File: src/core/usb_out_ep_regs.svh
// register offsets, field positions and reset values of the output endpoint
`ifndef USB_OUT_EP_REGS_SVH
`define USB_OUT_EP_REGS_SVH
// register addresses in the external data space
`define OFS_OUT_CONFIG        16'hf018
`define OFS_OUT_X_BASE        16'hf019
`define OFS_OUT_X_COUNT_LOW   16'hf01a
`define OFS_OUT_X_COUNT_HIGH  16'hf01b
`define OFS_OUT_Y_BASE        16'hf01d
`define OFS_OUT_Y_COUNT_LOW   16'hf01e
`define OFS_OUT_Y_COUNT_HIGH  16'hf01f
// field positions
`define BIT_FULL_FLAG         7
`define BIT_EXPECTED_TOGGLE   5
`define BIT_DOUBLE_BUFFER     4
`define BIT_RESET_TOGGLE      1
// buffer address framing
`define ADDR_TOP_NIBBLE       4'he
`define ADDR_LOW_NIBBLE       4'h0
// reset values
`define RST_BYTE              8'h00
`define RST_COUNT             11'h000
// data path buffering
`define RX_FIFO_DEPTH         8
`define RX_FIFO_WIDTH         8
`endif

File: src/core/usb_out_ep_pkg.sv
// types shared by the output endpoint modules
package usb_out_ep_pkg;
  typedef enum logic [3:0] {
    ST_IDLE  = 4'b0001,
    ST_RECV  = 4'b0010,
    ST_DISC  = 4'b0100,
    ST_DRAIN = 4'b1000
  } rx_state_e;
  typedef enum logic [1:0] {
    HS_ACK  = 2'h0,
    HS_NAK  = 2'h1,
    HS_NYET = 2'h2
  } handshake_e;
endpackage : usb_out_ep_pkg

File: src/core/byte_stream_if.sv
// valid/ready carrier between the endpoint logic and its receive fifo
`timescale 1ns/10ps
interface byte_stream_if #(parameter int WIDTH = 8);
  logic             push_valid;
  logic             push_ready;
  logic [WIDTH-1:0] push_data;
  logic             pop_valid;
  logic             pop_ready;
  logic [WIDTH-1:0] pop_data;
  modport fifo_side (input push_valid, push_data, pop_ready,
                     output push_ready, pop_valid, pop_data);
  modport user_side (output push_valid, push_data, pop_ready,
                     input push_ready, pop_valid, pop_data);
endinterface : byte_stream_if

File: src/core/rx_byte_fifo.sv
// flop-based receive fifo with registered ready and valid
`timescale 1ns/10ps
module rx_byte_fifo #(
  parameter int WIDTH = 8,
  parameter int DEPTH = 8
) (
  input  wire logic       clock,  // system clock
  input  wire logic       reset,  // sync reset, high
  byte_stream_if.fifo_side bus    // push and pop sides
);
  localparam int PW = $clog2(DEPTH);
  localparam int CW = $clog2(DEPTH + 1);

  logic [WIDTH-1:0] store_q [DEPTH];
  logic [PW-1:0]    wr_ptr_q;
  logic [PW-1:0]    rd_ptr_q;
  logic [CW-1:0]    count_q;
  logic [CW-1:0]    count_d;
  logic             ready_q;
  logic             valid_q;
  wire              push_fire = bus.push_valid & ready_q;
  wire              pop_fire  = valid_q & bus.pop_ready;

  // occupancy and flags
  assign count_d = CW'(count_q + CW'(push_fire) - CW'(pop_fire));
  assign bus.push_ready = ready_q;
  assign bus.pop_valid  = valid_q;
  assign bus.pop_data   = store_q[rd_ptr_q];

  // pointer and flag registers
  always_ff @(posedge clock) begin
    if (reset) begin
      wr_ptr_q <= '0;
      rd_ptr_q <= '0;
      count_q  <= '0;
      ready_q  <= 1'b1;
      valid_q  <= 1'b0;
    end else begin
      if (push_fire) wr_ptr_q <= PW'((wr_ptr_q + 1) % DEPTH);
      if (pop_fire) rd_ptr_q <= PW'((rd_ptr_q + 1) % DEPTH);
      count_q <= count_d;
      ready_q <= (count_d != CW'(DEPTH));
      valid_q <= (count_d != '0);
    end
  end

  // storage entries
  for (genvar i = 0; i < DEPTH; i++) begin : g_entry
    always_ff @(posedge clock) begin
      if (push_fire && wr_ptr_q == PW'(i)) store_q[i] <= bus.push_data;
    end
  end

  fifo_no_overflow_a: assert property (@(posedge clock) disable iff (reset)
    (count_q == CW'(DEPTH)) |-> !ready_q)
    else $error("fifo full but ready high");
endmodule : rx_byte_fifo

File: src/core/usb_out_ep_x.sv
// output endpoint receive logic: buffer steering, counts and full flags
`timescale 1ns/10ps
`include "usb_out_ep_regs.svh"

// Overview of operation
// - The buffer start address is 1110, then the 8-bit base field, then 0000.
// - Each received packet is written from the programmed start address onward.
// - The low byte of the received count is read-only and resets to zero.
// - Bits 2 to 0 of the high register extend the count to 11 bits, 0 to 2047.
// - An accepted packet sets the buffer-full flag in bit 7 and blocks that buffer.
// - A packet arriving with the buffer free is processed at once and answered ACK, or NYET at high speed when no other buffer is free.
// - Once full, high speed answers NYET then NAK and full speed ACK then NAK.
// - The X and Y buffers each have their own full flag.
// - Without double buffering every packet goes to the X buffer.
// - With double buffering, toggle 0 and DATA0, data and count go to X.
// - With double buffering, toggle 1 and DATA1, data and count go to Y.
// - A stored packet raises an acknowledge interrupt to the controller.
// - The read-only toggle flips by hardware and names the expected next PID.
module usb_out_ep_x
  import usb_out_ep_pkg::*;
(
  input  wire logic        clock,        // system clock
  input  wire logic        reset,        // sync reset, high
  input  wire logic [15:0] xaddr,        // data space address
  input  wire logic [7:0]  xwdata,       // write data
  input  wire logic        xwr,          // write strobe
  input  wire logic        xrd,          // read strobe
  output logic      [7:0]  xrdata,       // read data, next cycle
  input  wire logic        out_token,    // out token pulse
  input  wire logic        token_data1,  // data pid is DATA1
  input  wire logic        high_speed,   // link runs high speed
  input  wire logic        rx_valid,     // payload byte valid
  input  wire logic [7:0]  rx_data,      // payload byte
  output logic             rx_ready,     // fifo can take a byte
  input  wire logic        rx_end,       // end of data packet
  input  wire logic        rx_good,      // packet crc good
  output logic             hs_valid,     // handshake pulse
  output logic      [1:0]  hs_code,      // handshake kind
  output logic             mem_wr,       // buffer memory write
  output logic      [15:0] mem_addr,     // buffer memory address
  output logic      [7:0]  mem_wdata,    // buffer memory data
  output logic             ack_irq       // packet stored pulse
);
  byte_stream_if #(.WIDTH(`RX_FIFO_WIDTH)) fifo_bus ();

  rx_state_e   state_q;
  rx_state_e   state_d;
  handshake_e  code_q;
  logic [7:0]  x_base_q;
  logic [7:0]  y_base_q;
  logic [10:0] x_count_q;
  logic [10:0] y_count_q;
  logic [10:0] offset_q;
  logic        x_flag_q;
  logic        y_flag_q;
  logic        double_buffer_enable_q;
  logic        toggle_q;
  logic        sel_y_q;
  logic        good_q;
  logic [7:0]  xrdata_q;
  logic        hs_valid_q;
  logic [1:0]  hs_code_q;
  logic        mem_wr_q;
  logic [15:0] mem_addr_q;
  logic [7:0]  mem_wdata_q;
  logic        mem_first_q;
  logic        ack_irq_q;

  // register decode
  wire wr_cfg   = xwr && xaddr == `OFS_OUT_CONFIG;
  wire wr_xbase = xwr && xaddr == `OFS_OUT_X_BASE;
  wire wr_xhi   = xwr && xaddr == `OFS_OUT_X_COUNT_HIGH;
  wire wr_ybase = xwr && xaddr == `OFS_OUT_Y_BASE;
  wire wr_yhi   = xwr && xaddr == `OFS_OUT_Y_COUNT_HIGH;

  // token decision terms
  wire token_idle   = out_token && state_q == ST_IDLE;
  wire sel_y_d      = double_buffer_enable_q & toggle_q;
  wire target_full  = sel_y_d ? y_flag_q : x_flag_q;
  wire pid_mismatch = double_buffer_enable_q & (token_data1 != toggle_q);
  wire other_free   = double_buffer_enable_q & (sel_y_d ? !x_flag_q : !y_flag_q);
  wire accept_tok   = token_idle && !target_full && !pid_mismatch;
  wire last_free    = high_speed && !other_free;

  // fifo push and drain
  wire pop_fire   = fifo_bus.pop_valid && fifo_bus.pop_ready;
  wire drain_done = state_q == ST_DRAIN && !fifo_bus.pop_valid;
  wire commit     = drain_done && good_q;
  wire commit_x   = commit && !sel_y_q;
  wire commit_y   = commit && sel_y_q;
  wire rx_fin     = rx_end && (state_q == ST_RECV || state_q == ST_DISC);
  assign fifo_bus.push_valid = rx_valid && state_q == ST_RECV;
  assign fifo_bus.push_data  = rx_data;
  assign fifo_bus.pop_ready  = state_q == ST_RECV || state_q == ST_DRAIN;

  // buffer start address and write position
  wire [7:0]  base_sel   = sel_y_q ? y_base_q : x_base_q;
  wire [15:0] start_addr = {`ADDR_TOP_NIBBLE, base_sel, `ADDR_LOW_NIBBLE};
  wire [15:0] wr_addr    = 16'(start_addr + {5'h00, offset_q});

  // a store and a firmware clear in one cycle leave the flag set
  // full flags: hardware set wins over firmware write
  wire x_flag_d = commit_x ? 1'b1 : (wr_xhi ? xwdata[`BIT_FULL_FLAG] : x_flag_q);
  wire y_flag_d = commit_y ? 1'b1 : (wr_yhi ? xwdata[`BIT_FULL_FLAG] : y_flag_q);

  // toggle follows every stored packet, firmware may force it to 0
  wire toggle_d = commit ? !toggle_q : ((wr_cfg && xwdata[`BIT_RESET_TOGGLE]) ? 1'b0 : toggle_q);

  // read data selection
  wire [7:0] cfg_rd  = {2'h0, toggle_q, double_buffer_enable_q, 4'h0};
  wire [7:0] xhi_rd  = {x_flag_q, 4'h0, x_count_q[10:8]};
  wire [7:0] yhi_rd  = {y_flag_q, 4'h0, y_count_q[10:8]};
  wire [7:0] rd_mux  =
    (xaddr == `OFS_OUT_CONFIG)       ? cfg_rd :
    (xaddr == `OFS_OUT_X_BASE)       ? x_base_q :
    (xaddr == `OFS_OUT_X_COUNT_LOW)  ? x_count_q[7:0] :
    (xaddr == `OFS_OUT_X_COUNT_HIGH) ? xhi_rd :
    (xaddr == `OFS_OUT_Y_BASE)       ? y_base_q :
    (xaddr == `OFS_OUT_Y_COUNT_LOW)  ? y_count_q[7:0] :
    (xaddr == `OFS_OUT_Y_COUNT_HIGH) ? yhi_rd : `RST_BYTE;

  // receive sequencer next state
  always_comb begin
    state_d = state_q;
    unique case (state_q)
      ST_IDLE:  if (token_idle) state_d = accept_tok ? ST_RECV : ST_DISC;
      ST_RECV:  if (rx_end) state_d = ST_DRAIN;
      ST_DISC:  if (rx_end) state_d = ST_IDLE;
      ST_DRAIN: if (drain_done) state_d = ST_IDLE;
    endcase
  end

  // sequencer and decision registers
  always_ff @(posedge clock) begin
    if (reset) begin
      state_q <= ST_IDLE;
      code_q  <= HS_ACK;
      sel_y_q <= 1'b0;
      good_q  <= 1'b0;
    end else begin
      state_q <= state_d;
      if (token_idle) begin
        sel_y_q <= sel_y_d;
        code_q  <= target_full ? HS_NAK : ((accept_tok && last_free) ? HS_NYET : HS_ACK);
      end
      if (state_q == ST_RECV && rx_end) good_q <= rx_good;
    end
  end

  // write offset through the packet
  always_ff @(posedge clock) begin
    if (reset || token_idle) offset_q <= `RST_COUNT;
    else if (pop_fire && offset_q != 11'h7ff) offset_q <= 11'(offset_q + 11'h001);
  end

  // software registers
  always_ff @(posedge clock) begin
    if (reset) begin
      x_base_q <= `RST_BYTE;
      y_base_q <= `RST_BYTE;
      double_buffer_enable_q   <= 1'b0;
    end else begin
      if (wr_xbase) x_base_q <= xwdata;
      if (wr_ybase) y_base_q <= xwdata;
      if (wr_cfg) double_buffer_enable_q <= xwdata[`BIT_DOUBLE_BUFFER];
    end
  end

  // hardware status: counts, flags, toggle
  always_ff @(posedge clock) begin
    if (reset) begin
      x_count_q <= `RST_COUNT;
      y_count_q <= `RST_COUNT;
      x_flag_q  <= 1'b0;
      y_flag_q  <= 1'b0;
      toggle_q  <= 1'b0;
    end else begin
      if (commit_x) x_count_q <= offset_q;
      if (commit_y) y_count_q <= offset_q;
      x_flag_q <= x_flag_d;
      y_flag_q <= y_flag_d;
      toggle_q <= toggle_d;
    end
  end

  // outputs: read data, handshake, memory write, interrupt
  always_ff @(posedge clock) begin
    if (reset) begin
      xrdata_q    <= `RST_BYTE;
      hs_valid_q  <= 1'b0;
      hs_code_q   <= HS_ACK;
      mem_wr_q    <= 1'b0;
      mem_addr_q  <= 16'h0000;
      mem_wdata_q <= `RST_BYTE;
      mem_first_q <= 1'b0;
      ack_irq_q   <= 1'b0;
    end else begin
      if (xrd) xrdata_q <= rd_mux;
      hs_valid_q  <= rx_fin && (state_q == ST_DISC || rx_good);
      if (rx_fin) hs_code_q <= code_q;
      mem_wr_q    <= pop_fire;
      mem_first_q <= pop_fire && offset_q == `RST_COUNT;
      if (pop_fire) mem_addr_q <= wr_addr;
      if (pop_fire) mem_wdata_q <= fifo_bus.pop_data;
      ack_irq_q   <= commit;
    end
  end

  assign xrdata    = xrdata_q;
  assign hs_valid  = hs_valid_q;
  assign hs_code   = hs_code_q;
  assign mem_wr    = mem_wr_q;
  assign mem_addr  = mem_addr_q;
  assign mem_wdata = mem_wdata_q;
  assign ack_irq   = ack_irq_q;

  // the fifo never fills: bytes are popped as fast as they arrive
  // receive buffer in the payload path
  rx_byte_fifo #(
    .WIDTH (`RX_FIFO_WIDTH),
    .DEPTH (`RX_FIFO_DEPTH)
  ) u_fifo (
    .clock (clock),
    .reset (reset),
    .bus   (fifo_bus)
  );

  // fifo ready leaves ANDed with a flop of fifo ready and next state ST_RECV
  logic rx_ready_q;
  always_ff @(posedge clock) begin
    if (reset) rx_ready_q <= 1'b0;
    else rx_ready_q <= fifo_bus.push_ready && state_d == ST_RECV;
  end
  assign rx_ready = rx_ready_q & fifo_bus.push_ready;

  // checks on the behaviour above
  start_address_a: assert property (@(posedge clock) disable iff (reset)
    mem_first_q |-> mem_addr_q == {4'he, (sel_y_q ? y_base_q : x_base_q), 4'h0})
    else $error("first byte not at buffer start");

  count_readonly_a: assert property (@(posedge clock) disable iff (reset)
    (xwr && xaddr == 16'hf01a && !commit_x) |=> x_count_q == $past(x_count_q))
    else $error("low count changed by software write");

  count_high_a: assert property (@(posedge clock) disable iff (reset)
    (xrd && xaddr == 16'hf01b) |=>
      xrdata_q[6:3] == 4'h0 && xrdata_q[2:0] == $past(x_count_q[10:8]))
    else $error("high count read wrong");

  flag_set_a: assert property (@(posedge clock) disable iff (reset)
    commit_x |=> x_flag_q && x_count_q == $past(offset_q))
    else $error("x flag or count not set on store");

  firmware_clear_a: assert property (@(posedge clock) disable iff (reset)
    (wr_xhi && !xwdata[7] && !commit_x) |=> !x_flag_q)
    else $error("firmware clear of x flag lost");

  ack_free_a: assert property (@(posedge clock) disable iff (reset)
    (accept_tok && !last_free) |=> code_q == HS_ACK && state_q == ST_RECV)
    else $error("free buffer not acknowledged");

  nyet_last_a: assert property (@(posedge clock) disable iff (reset)
    (accept_tok && last_free) |=> code_q == HS_NYET)
    else $error("high speed last buffer not NYET");

  x_only_a: assert property (@(posedge clock) disable iff (reset)
    (token_idle && !double_buffer_enable_q) |=> !sel_y_q)
    else $error("y buffer used without double buffering");

  y_store_a: assert property (@(posedge clock) disable iff (reset)
    commit_y |=> y_flag_q && y_count_q == $past(offset_q) && x_count_q == $past(x_count_q))
    else $error("y store wrong");

  irq_pulse_a: assert property (@(posedge clock) disable iff (reset)
    commit |=> ack_irq_q ##1 !ack_irq_q)
    else $error("ack interrupt not one pulse");

  toggle_flip_a: assert property (@(posedge clock) disable iff (reset)
    commit |=> toggle_q != $past(toggle_q))
    else $error("toggle did not flip");

  nak_full_a: assert property (@(posedge clock) disable iff (reset)
    (token_idle && target_full) |=> state_q == ST_DISC && code_q == HS_NAK)
    else $error("full buffer not NAKed");

  // handshake and refusal checks
  good_handshake_a: assert property (@(posedge clock) disable iff (reset)
    (state_q == ST_RECV && rx_end && rx_good) |=> hs_valid_q && hs_code_q == $past(code_q))
    else $error("good packet not answered with its code");

  hs_pulse_a: assert property (@(posedge clock) disable iff (reset)
    hs_valid_q |=> !hs_valid_q)
    else $error("handshake longer than one cycle");

  ready_recv_a: assert property (@(posedge clock) disable iff (reset)
    rx_ready |-> state_q == ST_RECV)
    else $error("bytes taken outside a packet");

  disc_refuse_a: assert property (@(posedge clock) disable iff (reset)
    state_q == ST_DISC |-> !rx_ready)
    else $error("refused packet bytes taken");

  full_speed_a: assert property (@(posedge clock) disable iff (reset)
    (accept_tok && !high_speed) |=> code_q == HS_ACK)
    else $error("full speed accept not ACK");

  flag_block_a: assert property (@(posedge clock) disable iff (reset)
    (token_idle && !sel_y_d && x_flag_q) |=> state_q == ST_DISC)
    else $error("full x buffer accepted a packet");

  // buffer steering and status checks
  steer_x_a: assert property (@(posedge clock) disable iff (reset)
    (accept_tok && double_buffer_enable_q && !toggle_q) |=> !sel_y_q && state_q == ST_RECV)
    else $error("DATA0 not steered to x");

  steer_y_a: assert property (@(posedge clock) disable iff (reset)
    (accept_tok && double_buffer_enable_q && toggle_q) |=> sel_y_q && state_q == ST_RECV)
    else $error("DATA1 not steered to y");

  dup_drop_a: assert property (@(posedge clock) disable iff (reset)
    (token_idle && !target_full && pid_mismatch) |=> state_q == ST_DISC && code_q == HS_ACK)
    else $error("repeated pid not dropped with ACK");

  flags_apart_a: assert property (@(posedge clock) disable iff (reset)
    (commit_x && !wr_yhi) |=> y_flag_q == $past(y_flag_q))
    else $error("x store touched the y flag");

  count_hold_a: assert property (@(posedge clock) disable iff (reset)
    !commit_x |=> x_count_q == $past(x_count_q))
    else $error("x count changed without a store");

  toggle_clear_a: assert property (@(posedge clock) disable iff (reset)
    (wr_cfg && xwdata[`BIT_RESET_TOGGLE] && !commit) |=> !toggle_q)
    else $error("toggle reset lost");

  store_x_c: cover property (@(posedge clock) disable iff (reset) commit_x);
  store_y_c: cover property (@(posedge clock) disable iff (reset) commit_y);
  nak_c:     cover property (@(posedge clock) disable iff (reset)
    hs_valid_q && hs_code_q == HS_NAK);
  nyet_c:    cover property (@(posedge clock) disable iff (reset)
    hs_valid_q && hs_code_q == HS_NYET);
  dup_c:     cover property (@(posedge clock) disable iff (reset) token_idle && pid_mismatch);
endmodule : usb_out_ep_x

File: config.mk
export PLATFORM = sky130hd
export DESIGN_NAME = usb_out_ep_x
export DESIGN_NICKNAME = d
export VERILOG_FILES = /design/src/core/usb_out_ep_pkg.sv /design/src/core/byte_stream_if.sv /design/src/core/rx_byte_fifo.sv /design/src/core/usb_out_ep_x.sv
export VERILOG_INCLUDE_DIRS = /design/src /design/src/core
export SDC_FILE = /design/constraint.sdc
export NUM_CORES = 1
export LEC_CHECK = 0
export BUFFER_PORTS_ARGS = -buffer_cell sky130_fd_sc_hd__buf_2
export CAP_MARGIN = 15
export CORE_MARGIN = 5
export CORE_UTILIZATION = 38
export CTS_CLUSTER_DIAMETER = 60
export DETAILED_ROUTE_END_ITERATION = 7
export SYNTH_ARGS = -nofsm -noshare
export SYNTH_HDL_FRONTEND = slang
export SYNTH_SLANG_ARGS = --single-unit
File: constraint.sdc
create_clock -name clock -period 3 [get_ports clock]
set_clock_uncertainty 0.2 [all_clocks]
set_input_delay 0.75 -clock clock [delete_from_list [all_inputs] [get_ports clock]]
set_output_delay 0.75 -clock clock [all_outputs]
set_load 0.03 [all_outputs]
# == Yosys cells after proc, flatten, opt, wreduce, memory -nomap -nowiden ==
# Memory sizes are Yosys's and may differ from the RTL's. A register that Yosys moved wholly into a read port is not among the register bits.
# Index checks and enable logic that the tools add are counted.
# W data, S select, Z words.
# op_classes
addsub,6
eq_ne,22
muxes,61
bitwise_logic,6
n_reduce_logical,54
# ops
cell,n
$mux W8,15
$eq A16 B16 Y1 const B,7
$reduce_or A8 Y1,7
$mux W1,31
$logic_and A1 B1 Y1,30
$mux W3,8
$mux W4,4
$pmux W4 S4,1
$add A14 B12 Y15,1
$eq A3 B3 Y1 const B,4
$add A11 B1 Y11 const B,1
$ne A11 B11 Y1 const B,1
$eq A4 B2 Y1 const B,2
$logic_not A1 Y1,8
$add A3 B1 Y3 const B,2
$and A1 B1 Y1,6
$eq A3 B2 Y1 const B,2
$reduce_bool A2 Y1,3
$add A4 B1 Y4,1
$eq A4 B1 Y1 const B,1
$eq A4 B3 Y1 const B,1
$eq A4 B4 Y1 const B,1
$logic_or A1 B1 Y1,4
$mux W2,2
6 further kinds,6
# totals
reg_bits,103
ramBits,64
inputBits,42
out_inout_bits,38
n_memories,1
# mem_list
memory,depth,width,rd,rd_clocked_by_memory_dff,wr,line_no,rtl
u_fifo.store_q,8,8,1,1,1,rx_byte_fifo.sv:14,logic [WIDTH-1:0] store_q [DEPTH];

# == Depth between registers and ports, before layout ==
# Gate-level depths: netlist of run 1.
# logic_depth
ltp_word,14
ltp_mapped,13
ltp_nobuf,11

# == Cells and area by module ==
# A second synthesis of run 1 with hierarchy kept.
# unflattened
hier_cells,734
area_unflattened_um2,7902.6
# modules_own_cells
module,n_inst,cells_per_inst,area_each_um2,seq_area_each_um2
usb_out_ep_x,1,560,4690.7,1941.9
rx_byte_fifo,1,174,3211.8,2222.1

# == Worst setup path after synthesis of run 1 ==
# OpenSTA, ideal clock, no wires.
# synth_path
kind,register to register
start,register state_q[3]
end,register u_fifo.valid_q (netlist: u_fifo.bus.pop_valid)
setup_ps,132
t_arrival_ps,2327
required_ps,2668
slack_ps,340
path_stages_with_launch,14
n_path_buf,2
cell_sequence,dfxtp_1 > buf_4 > xor2_2 > nand3_2 > clkinv_2 > buf_2 > ha_1 > inv_1 > ha_1 > inv_1 > fa_1 > xnor2_1 > nor3b_1 > a21oi_1
# synth_between
elab_chain_len,6
elab_cells_between_ends,9
# synth_lines
item,line_no,rtl
"start, declared",usb_out_ep_x.sv:46,rx_state_e state_q;
"start signal, assigned",usb_out_ep_x.sv:141,state_q <= state_d;
$eq A4 B2 Y1,"usb_out_ep_x.sv:92, usb_out_ep_x.sv:94",
$logic_and A1 B1 Y1,usb_out_ep_x.sv:92,assign fifo_bus.push_valid = rx_valid && state_q == ST_RECV;
$and A1 B1 Y1,rx_byte_fifo.sv:21,wire push_fire = bus.push_valid & ready_q;
$add A4 B1 Y4,rx_byte_fifo.sv:25,assign count_d = CW'(count_q + CW'(push_fire) - CW'(pop_fire));
$sub A4 B1 Y4 *,rx_byte_fifo.sv:25,
$reduce_bool A4 Y1 *,rx_byte_fifo.sv:43,valid_q <= (count_d != '0);
"end signal, assigned",rx_byte_fifo.sv:43,
"end, declared",rx_byte_fifo.sv:20,logic valid_q;
# Every way passes the cells marked *; elsewhere a longest branch is shown, timed or not.
# A chain may end at the register's enable or synchronous reset.

# == Worst setup path in the final report of run 1 ==
# layout_path
start,register sel_y_q
end,register mem_addr_q[10] (netlist: mem_addr[10])
# layout_between
elab_chain_len,2
# layout_lines
item,line_no,rtl
"start, declared",usb_out_ep_x.sv:58,logic sel_y_q;
"start signal, assigned",usb_out_ep_x.sv:143,sel_y_q <= sel_y_d;
$mux W8,usb_out_ep_x.sv:97,wire [7:0] base_sel = sel_y_q ? y_base_q : x_base_q;
$add A14 B12 Y15,usb_out_ep_x.sv:99,"wire [15:0] wr_addr = 16'(start_addr + {5'h00, offset_q});"
"end signal, assigned",usb_out_ep_x.sv:203,if (pop_fire) mem_addr_q <= wr_addr;
"end, declared",usb_out_ep_x.sv:64,logic [15:0] mem_addr_q;
# Every way passes these cells.

==> results of run 1 <==
[worst reg2reg max path, stage by stage, from the launching register on]
cell and delay (ns):
dfxtp_1 0.43, mux2_2 0.36, ha_1 0.21, fa_1 0.41
a21o_1 0.19, a21oi_2 0.19, o21ai_0 0.12, and2_1 0.15
o41ai_1 0.29
[power groups by stage]
stage	clock network (mW)	registers, mW	logic [mW]
final	2.20	2.49	0.290
after global routing	2.36	2.50	0.323
after CTS	2.25	2.49	0.294
after detailed placement	0	2.55	0.292
after global placement	0	2.55	0.290
after floorplan	0	2.55	0.195
[synthesized netlist by cell type (7+ instances only)]
cell      count  share of area
buf_2        10         0.0064
nand3_1      18          0.012
nor2_1       94          0.045
inv_1        16         0.0077
a21oi_1      35          0.022
mux2_2        7          0.010
xnor2_1       8         0.0090
xor2_1        9          0.010
o21ai_0       8         0.0051
nor2b_1      10         0.0080
mux2i_1      56          0.072
buf_4        11          0.011
mux4_2       16          0.046
dfxtp_1     109           0.28
nand2b_1     10         0.0080
a211oi_1     11          0.011
clkbuf_1     15         0.0072
nand4_1      12         0.0096
nand2_1      42          0.020
edfxtp_1     64           0.25
ha_1         19          0.030
and3_1       11         0.0088
[flip-flops by register name (all words and copies together), names as in the netlist, 4 cells and up]
register and count:
offset_q 11, mem_addr 14, mem_wdata 8, state_q 4, u_fifo.count_q 4, x_count_q 11
x_base_q 8, u_fifo.store_q 64, y_count_q 11, y_base_q 8, xrdata 8
[layout by cell type, fill, tap and decap left out, drive strengths merged, types with 5 or more instances in the layout]
master,instances
and2,6
xnor2,8
mux4,16
a21oi,35
xor2,10
o21ai,8
and3,12
clkbuf,17
nand2,42
ha,19
a22oi,5
nand2b,10
nand4,12
nor3,5
buf,92
a211oi,11
nand3,21
mux2i,56
inv,25
mux2,7
clkinv,6
dfxtp,109
edfxtp,64
nor2b,10
nor4b,5
nor2,95
[cells by family after synthesis]
family | Yosys count
simple gates | 240
flops | 173
compound gates | 95
xor+xnor | 18
mux | 79
fa+ha+maj | 21
buf+inv | 59
[how the worst min path moves through the flow]
stage | start | endpoint | slack (ns) | cells after the start
2_1_floorplan | x_count_q[4] | x_count_q[4] | 0.25 | 2
5_1_grt | mem_addr[3] | mem_addr[3] | 0.27 | 2
6_report | mem_addr[1] | mem_addr[1] | 0.25 | 2
4_1_cts | mem_addr[1] | mem_addr[1] | 0.25 | 2
3_5_place_dp | mem_addr[1] | mem_addr[1] | 0.24 | 2
3_3_place_gp | mem_addr[8] | mem_addr[8] | 0.24 | 2
[area by class of cell]
cell class | instances | area, um2 | area share
clock inverter | 15 | 180 | 0.0200
tap | 270 | 338 | 0.0376
sequential | 173 | 4100 | 0.456
timing repair buffer | 92 | 495 | 0.0551
inverter | 17 | 65.1 | 0.00724
multi-input combinational | 453 | 3380 | 0.376
clock buffer | 17 | 425 | 0.0473
[timing repair]
item,4_1_cts,5_1_grt
resized for setup,0,1
hold buffers,0,0
endpoints found under the setup margin,0,1
[stage by stage]
stage / instances / worst slack [ns] / power (mW)
final: 1037 / 0.344 / 4.99
after global routing: 1037 / 0.0892 / 5.18
after CTS: 1037 / 0.278 / 5.03
after detailed placement: 1005 / 0.313 / 2.84
after global placement: 1005 / 0.370 / 2.84
after floorplan: 685 / 0.340 / 2.74
[metal layers]
metal | global-route usage | up-vias | wire length, um
met3 | 0.0345 | 8 | 586
met4 | 0.0369 | 0 | 94
met1 | 0.194 | 2479 | 8000
met5 | 0 | - | 0
met2 | 0.242 | 80 | 8400
li1 | - | 2620 | -
==> impl_metrics.csv, run 1 <==
group,metric,value,unit
outcome,status,"finished clean",
worst_setup_path,required,3.12,ns
placement,portBuffers,79,
pwr,switchingPower,1.27,mW
placement,gp_congestion,0.786,
layout,final_nets,817,
floorplan,rows,52,
clock_tree,cts-htree-levels,4,
layout,antennaDiodeCount,0,
clock_tree,numCtsBuffers,17,
worst_setup_path,endpoint_kind,"flop",
logic_synthesis,synth_nets,748,
placement,placed_cell_area,0.00838,mm2
grt,grt_pass1_vias,4957,
logic_synthesis,synth_cell_type_count,70,
layout,drive_gt1_frac,0.219,
clock_tree,cts.sinks,173,
timing,finalCritPeriodShare,0.885,
logic_synthesis,synth_edf_count,64,
timing,relSlewSlack,0.513,
pwr,peakVddDrop,0.377,mV
timing,report.final.slew_viol_count,0,
worst_setup_path,r2r_slack,0.34,ns
timing,whs,0.251,ns
clock_tree,cts_tree,"built",
route,firstDrtPassIters,4,
timing,fmax,376,MHz
worst_setup_path,cp_cell_sequence,"mux2_2 -> ha_1 -> fa_1 -> a21o_1 -> a21oi_2 -> o21ai_0 -> and2_1 -> o41ai_1",
floorplan,dieArea,0.0235,mm2
worst_setup_path,start_kind,"flop",
logic_synthesis,synthAdderAreaFrac,0.0356,
clock_tree,clk_path_buf_depth,2,
timing,finalHoldViolCount,0,
pwr,leakage,3.46,nW
logic_synthesis,synth.avg_cell_area,11.4,um2
timing,period_needed,2.66,ns
logic_synthesis,synthSimpleGateAreaFrac,0.164,
pwr,p_sw_frac,0.255,
clock_tree,clkSlewWorstSetupHoldPaths,0.07,ns
grt,antenna_found_initial,0,
floorplan,die_h,153,um
layout,fin_area,0.00899,mm2
logic_synthesis,muxShareOfSynthArea,0.128,
route,wl_per_cell,16.5,um
layout,n_fill_cell,1899,
logic_synthesis,ys_seq_area_frac,0.526,
worst_setup_path,crit_end,"mem_addr[10]",
clock_tree,root_buffer,"clkbuf_16",
logic_synthesis,synth_compound_area_frac,0.0842,
grt,grt_max_degree,44,
route,antenna_left,0,
logic_synthesis,synth_xor_area_frac,0.0212,
logic_synthesis,synth_cells,685,
min_path,hold_class,"reg2reg",
grt,gr-usage-all-layers,0.146,
pwr,seqPwrFrac,0.500,
route,via_per_inst,5.00,
timing,worst_slew_pin_slew,0.730,ns
placement,dp_hpwl,11.9,mm
worst_setup_path,rr_startpoint,"sel_y_q",
logic_synthesis,syn_area,0.00780,mm2
logic_synthesis,yosys_register_bits,173,
route,via_count,5187,
run,maxCapViolations,0,
pwr,clock_power_share,0.442,
worst_setup_path,max_stage_delay,0.43,ns
timing,rsz0062_at_grt,"false",
logic_synthesis,synthFlopType,"dfxtp_1",
logic_synthesis,yosysWarnings,0,
layout,syn_to_final_growth,15.3,%
worst_setup_path,cp.depth,8,
logic_synthesis,async_reset_ff_frac,0,
layout,final_util,0.444,
clock_tree,insertion_delay,0.42,ns
floorplan,initial_core_util,0.385,
worst_setup_path,reg2regPathDepth,8,
worst_setup_path,r2r_end,"mem_addr[10]",
pwr,p_int,3.71,mW
logic_synthesis,synth_top_family_by_area,"simple AND/OR/NAND/NOR gates",
timing,finalSetupTns,0,ns
timing,setup_violations,0,
worst_setup_path,slowest_stage,"dfxtp_1",
route,route.detailed.drc,0,
worst_setup_path,worst-path-buf-inv,0,
floorplan,die_x,153,um
route,drt-initial-drc-count,314,
worst_setup_path,crit_family,"compound AO/OA/AOI/OAI gates",
route,wirelength,17.1,mm
grt,grt_overflow_total,0,
floorplan,io_pins,80,
grt,grt_pass1_wl,27.6,mm
clock_tree,cts_setup_buffers,0,
worst_setup_path,setup.worst_path.class,"reg2reg",
worst_setup_path,critical_path_arrival,2.78,ns
worst_setup_path,crit_fanout,5,
floorplan,coreArea,0.0202,mm2
pwr,pwr_density_cell,555,mW/mm2
pwr,power_frac_comb,0.058,
worst_setup_path,crit_start,"sel_y_q",
No activity file was read; power rests on OpenSTA's default activity.
==> run 2: changes to the inputs <==
==> constraint.sdc (replaced) <==
create_clock -name clock -period 3.11 [get_ports clock]
set_clock_uncertainty 0.2 [all_clocks]
set_input_delay 0.7775 -clock clock [delete_from_list [all_inputs] [get_ports clock]]
set_output_delay 0.7775 -clock clock [all_outputs]
set_load 0.03 [all_outputs]
==> run 2 against run 1 <==
Sequential power down 4%. Via count grew 1.3%. Routed wire length grew 1.9%. Setup slack gained 0.15 ns. Global-route usage grew 0.21 points. Design area about the same. First-iteration DRC count decreased by 24%. Combinational power shrank 2%. Flip-flop and latch count stayed put. Count of clock-buffer cells in the layout unchanged. Critical endpoint unchanged. Highest routed layer unchanged.
==> impl_metrics.csv, run 2 (same netlist as run 1, synthesis figures left out) <==
group,metric,value,unit
timing,finalSetupTns,0,ns
worst_setup_path,max_stage_delay,0.40,ns
clock_tree,cts.sinks,173,
pwr,peakVddDrop,0.360,mV
clock_tree,insertion_delay,0.43,ns
timing,fin_ws,0.495,ns
timing,finalHoldViolCount,0,
worst_setup_path,start_kind,"flop",
clock_tree,clkSlewWorstSetupHoldPaths,0.07,ns
clock_tree,clk_path_buf_depth,2,
clock_tree,numCtsBuffers,17,
timing,relSlewSlack,0.464,
layout,regMostFlops,"u_fifo.store_q",
grt,grt_max_degree,44,
clock_tree,cts.repair.resized,0,
min_path,hold_class,"reg2reg",
route,wl_met3,766,um
timing,rsz0062_at_grt,"false",
worst_setup_path,endpoint_kind,"flop",
pwr,pwr_density_cell,538,mW/mm2
route,via_per_inst,5.07,
clock_tree,cts-htree-levels,4,
clock_tree,ctsHoldBuffers,0,
layout,n_fill_cell,1885,
route,via_count,5254,
route,wl_met1,7.83,mm
timing,worst_slew_pin_slew,0.803,ns
route,wirelength,17.4,mm
floorplan,initial_core_util,0.385,
grt,grt_pass1_wl,28.0,mm
worst_setup_path,required,3.24,ns
timing,setup_violations,0,
layout,largest_reg_flops,64,
floorplan,rows,52,
worst_setup_path,cp_cell_sequence,"mux2_2 -> ha_1 -> fa_1 -> a21o_1 -> a21oi_1 -> o21ai_0 -> and2_1 -> o41ai_1",
placement,dp_hpwl,12.2,mm
layout,fin_area,0.00900,mm2
grt,antenna_found_initial,0,
layout,multi_input_area,0.00338,mm2
floorplan,dieArea,0.0235,mm2
route,antenna_left,0,
timing,finalCritPeriodShare,0.841,
floorplan,die_x,153,um
timing,report.final.slew_viol_count,0,
layout,antennaDiodeCount,0,
route,wl_per_cell,16.8,um
clock_tree,root_buffer,"clkbuf_16",
grt,gr-usage-all-layers,0.148,
route,firstDrtPassIters,4,
timing,period_needed,2.61,ns
route,drt-initial-drc-count,240,
floorplan,coreArea,0.0202,mm2
placement,place_ws,0.505,ns
floorplan,die_h,153,um
pwr,leakage,3.47,nW
route,highest-signal-layer,"met4",
placement,portBuffers,79,
outcome,status,"finished clean",
grt,grt_overflow_total,0,
worst_setup_path,critical_path_arrival,2.74,ns
route,met2_length,8.56,mm
run,maxCapViolations,0,
clock_tree,cts_tree,"built",
grt,grt_pass1_vias,5204,
layout,syn_to_final_growth,15.4,%
timing,fmax,382,MHz
worst_setup_path,crit_family,"compound AO/OA/AOI/OAI gates",
worst_setup_path,slowest_stage,"fa_1",
placement,gp_congestion,0.791,
layout,regArea,0.00410,mm2
worst_setup_path,setup.worst_path.class,"reg2reg",
worst_setup_path,worst-path-buf-inv,0,
clock_tree,cts_setup_buffers,0,
layout,final_nets,816,
layout,mostFrequentLayoutCell,"dfxtp_1",
layout,mostFrequentLayoutCells,"dfxtp_1 (109), nor2_1 (94), buf_2 (78)",
layout,drive_gt1_frac,0.217,
placement,placed_cell_area,0.00837,mm2
route,route.detailed.drc,0,
floorplan,io_pins,80,
worst_setup_path,crit_fanout,4,
run 2: changes by cell type in the layout (fill, tap and decap cells not counted):
| cell | change |
|---|---|
| a21oi_1 | +1 |
| a21oi_2 | -1 |
| buf_4 | -1 |
| clkinv_4 | +1 |
| clkinv_8 | +2 |
| clkinvlp_4 | -1 |
| inv_12 | +1 |
| inv_6 | -1 |
| inv_8 | -2 |
run 2: layout make-up:
cell class | instances | share of cell area
clock buffer | 17 | 0.0473
clock inverter | 15 | 0.0221
inverter | 17 | 0.00723
multi-input combinational | 453 | 0.376
sequential | 173 | 0.456
tap | 270 | 0.0375
timing repair buffer | 91 | 0.0542
run 2: path summary, 6_finish.rpt:
path / slack [ns] / to / from / cells past startpoint
max: 0.50 / mem_addr[10] / sel_y_q / 8
min: 0.25 / mem_addr[0] / mem_addr[0] / 2
max reg2reg: 0.50 / mem_addr[10] / sel_y_q / 8
min reg2reg: 0.25 / mem_addr[0] / mem_addr[0] / 2
run 2: stage by stage:
step	hold WS, ns	power, mW	instances	util
floorplan	0.249	2.65	685	-
global placement	0.241	2.74	1004	0.414
detailed placement	0.246	2.74	1004	0.414
CTS	0.257	4.90	1036	0.445
global route	0.278	5.04	1036	0.445
finish	0.255	4.85	1036	0.445
run 2: where the power goes:
part | internal (mW) | switching (mW) | total, mW
clock | 1.11 | 1.05 | 2.16
combinational | 0.109 | 0.174 | 0.283
sequential | 2.38 | 0.0260 | 2.40
total | 3.59 | 1.25 | 4.85
run 2: worst min-delay path, stage by stage (launching register included):
cell,delay [ns]
dfxtp_1,0.31
nand2_1,0.05
a21oi_1,0.05
run 2: routing by layer:
layer / track usage / vias to the layer above
met5: 0 / -
met2: 0.254 / 119
met4: 0.0382 / 0
met1: 0.189 / 2510
met3: 0.0359 / 21
li1: - / 2604
==> run 3: changes to the inputs <==
==> constraint.sdc (replaced) <==
create_clock -name clock -period 2.71 [get_ports clock]
set_clock_uncertainty 0.2 [all_clocks]
set_input_delay 0.6775 -clock clock [delete_from_list [all_inputs] [get_ports clock]]
set_output_delay 0.6775 -clock clock [all_outputs]
set_load 0.03 [all_outputs]
==> run 3 against run 2 <==
Flip-flop and latch count stayed put. Total power grew 18%. Critical path depth stayed put. Worst hold slack gained 0.0050 ns. Register-to-register slack worse by 0.31 ns. Global-route usage up 0.15 points. Count of clock-buffer cells in the layout unchanged. Core utilization up 0.67 points. Non-clock buffer count rose by 13. Maximum frequency up 3.4%. Critical endpoint unchanged.
==> impl_metrics.csv, run 3 (same netlist as run 1, synthesis figures left out) <==
group,metric,value,unit
grt,grt_max_degree,44,
layout,final_nets,829,
clock_tree,ctsHoldBuffers,0,
clock_tree,cts-htree-levels,4,
layout,largest_reg_flops,64,
timing,finalCritPeriodShare,0.933,
grt,grt_pass1_wl,28.4,mm
floorplan,die_h,153,um
clock_tree,clk_path_buf_depth,2,
min_path,min_path_cells,2,
clock_tree,cts_tree,"built",
clock_tree,numCtsBuffers,17,
floorplan,initial_core_util,0.385,
grt,grt_overflow_total,0,
placement,gp_congestion,0.827,
timing,fmax,396,MHz
clock_tree,cts.sinks,173,
min_path,hold_class,"reg2reg",
layout,drive_gt1_frac,0.234,
layout,syn_to_final_growth,17.1,%
pwr,switchingPower,1.55,mW
route,via_per_inst,5.10,
timing,relSlewSlack,0.557,
worst_setup_path,required,2.83,ns
outcome,status,"finished clean",
worst_setup_path,critical_path_arrival,2.65,ns
timing,whs,0.260,ns
placement,portBuffers,79,
timing,setup_violations,0,
placement,dp_hpwl,12.3,mm
clock_tree,clkSlewWorstSetupHoldPaths,0.08,ns
layout,mostFrequentLayoutCells,"dfxtp_1 (107), nor2_1 (94), buf_2 (78)",
clock_tree,root_buffer,"clkbuf_16",
pwr,pwr_density_cell,627,mW/mm2
timing,report.final.slew_viol_count,0,
pwr,power,5.73,mW
timing,finalHoldViolCount,0,
route,wl_per_cell,16.5,um
route,wirelength,17.3,mm
layout,regMostFlops,"u_fifo.store_q",
route,antenna_left,0,
layout,antennaDiodeCount,0,
route,via_count,5345,
pwr,p_int,4.18,mW
pwr,clock_power_share,0.461,
timing,period_needed,2.53,ns
timing,rsz0062_at_grt,"false",
floorplan,dieArea,0.0235,mm2
clock_tree,cts_setup_buffers,0,
timing,finalSetupTns,0,ns
grt,gr-usage-all-layers,0.150,
run,maxCapViolations,0,
floorplan,coreArea,0.0202,mm2
floorplan,io_pins,80,
clock_tree,insertion_delay,0.43,ns
floorplan,rows,52,
route,firstDrtPassIters,4,
layout,mostFrequentLayoutCell,"dfxtp_1",
route,route.detailed.drc,0,
grt,grt_pass1_vias,5254,
worst_setup_path,crit_fanout,5,
pwr,seqPwrFrac,0.481,
pwr,power_frac_comb,0.058,
worst_setup_path,start_kind,"flop",
worst_setup_path,reg2regPathDepth,8,
pwr,p_sw_frac,0.270,
clock_tree,cts.repair.resized,0,
route,drt-initial-drc-count,287,
placement,placed_cell_area,0.00847,mm2
worst_setup_path,setup.worst_path.class,"reg2reg",
layout,fin_area,0.00913,mm2
worst_setup_path,endpoint_kind,"flop",
pwr,leakage,3.55,nW
floorplan,die_x,153,um
grt,antenna_found_initial,1,
timing,worst_slew_pin_slew,0.663,ns
pwr,peakVddDrop,0.434,mV
## run 3: cell count changes in the layout (fill, tap and decap cells not counted), sizes merged
cell,delta
clkinv,-5
inv,+5
buf,+13
## run 3: final timing paths
check,slack (ns),startpoint,to
max,0.18,sel_y_q,mem_addr[10]
min,0.26,mem_addr[7],mem_addr[7]
max reg2reg,0.18,sel_y_q,mem_addr[10]
min reg2reg,0.26,mem_addr[7],mem_addr[7]
## run 3: cell type report
| type | instances | area, um2 |
|---|---|---|
| clock buffer | 17 | 425 |
| fill | 1865 | 11100 |
| timing repair buffer | 104 | 586 |
| tap | 270 | 338 |
| sequential | 173 | 4110 |
| clock inverter | 15 | 230 |
| multi-input combinational | 453 | 3380 |
| inverter | 17 | 65.1 |
## run 3: stage by stage
stage,util,instances,setup WS (ns)
after floorplan,-,685,0.0504
after global placement,0.419,1017,0.101
after detailed placement,0.419,1017,0.105
after CTS,0.451,1049,0.0759
after global routing,0.451,1049,0.0321
final,0.451,1049,0.182
## run 3: power by group through the flow
stage                     combinational (mW)  sequential [mW]  clock, mW
after floorplan                        0.216             2.82          0
after global placement                 0.332             2.82          0
after detailed placement               0.335             2.82          0
after CTS                              0.336             2.76       2.70
after global routing                   0.368             2.76       2.81
final                                  0.332             2.76       2.64
## run 3: critical path, cell delays in order, from the launching register on
cell	delay, ns
dfxtp_2	0.38
mux2_2	0.34
ha_1	0.20
fa_1	0.41
a21o_1	0.19
a21oi_2	0.17
o21ai_0	0.11
and2_1	0.15
o41ai_1	0.27
## run 3: metal layers
layer	track usage	up-vias	wire length (um)
li1	-	2643	-
met1	0.196	2593	8020
met2	0.252	90	8410
met3	0.0334	17	664
met4	0.0407	2	196
met5	0	-	7
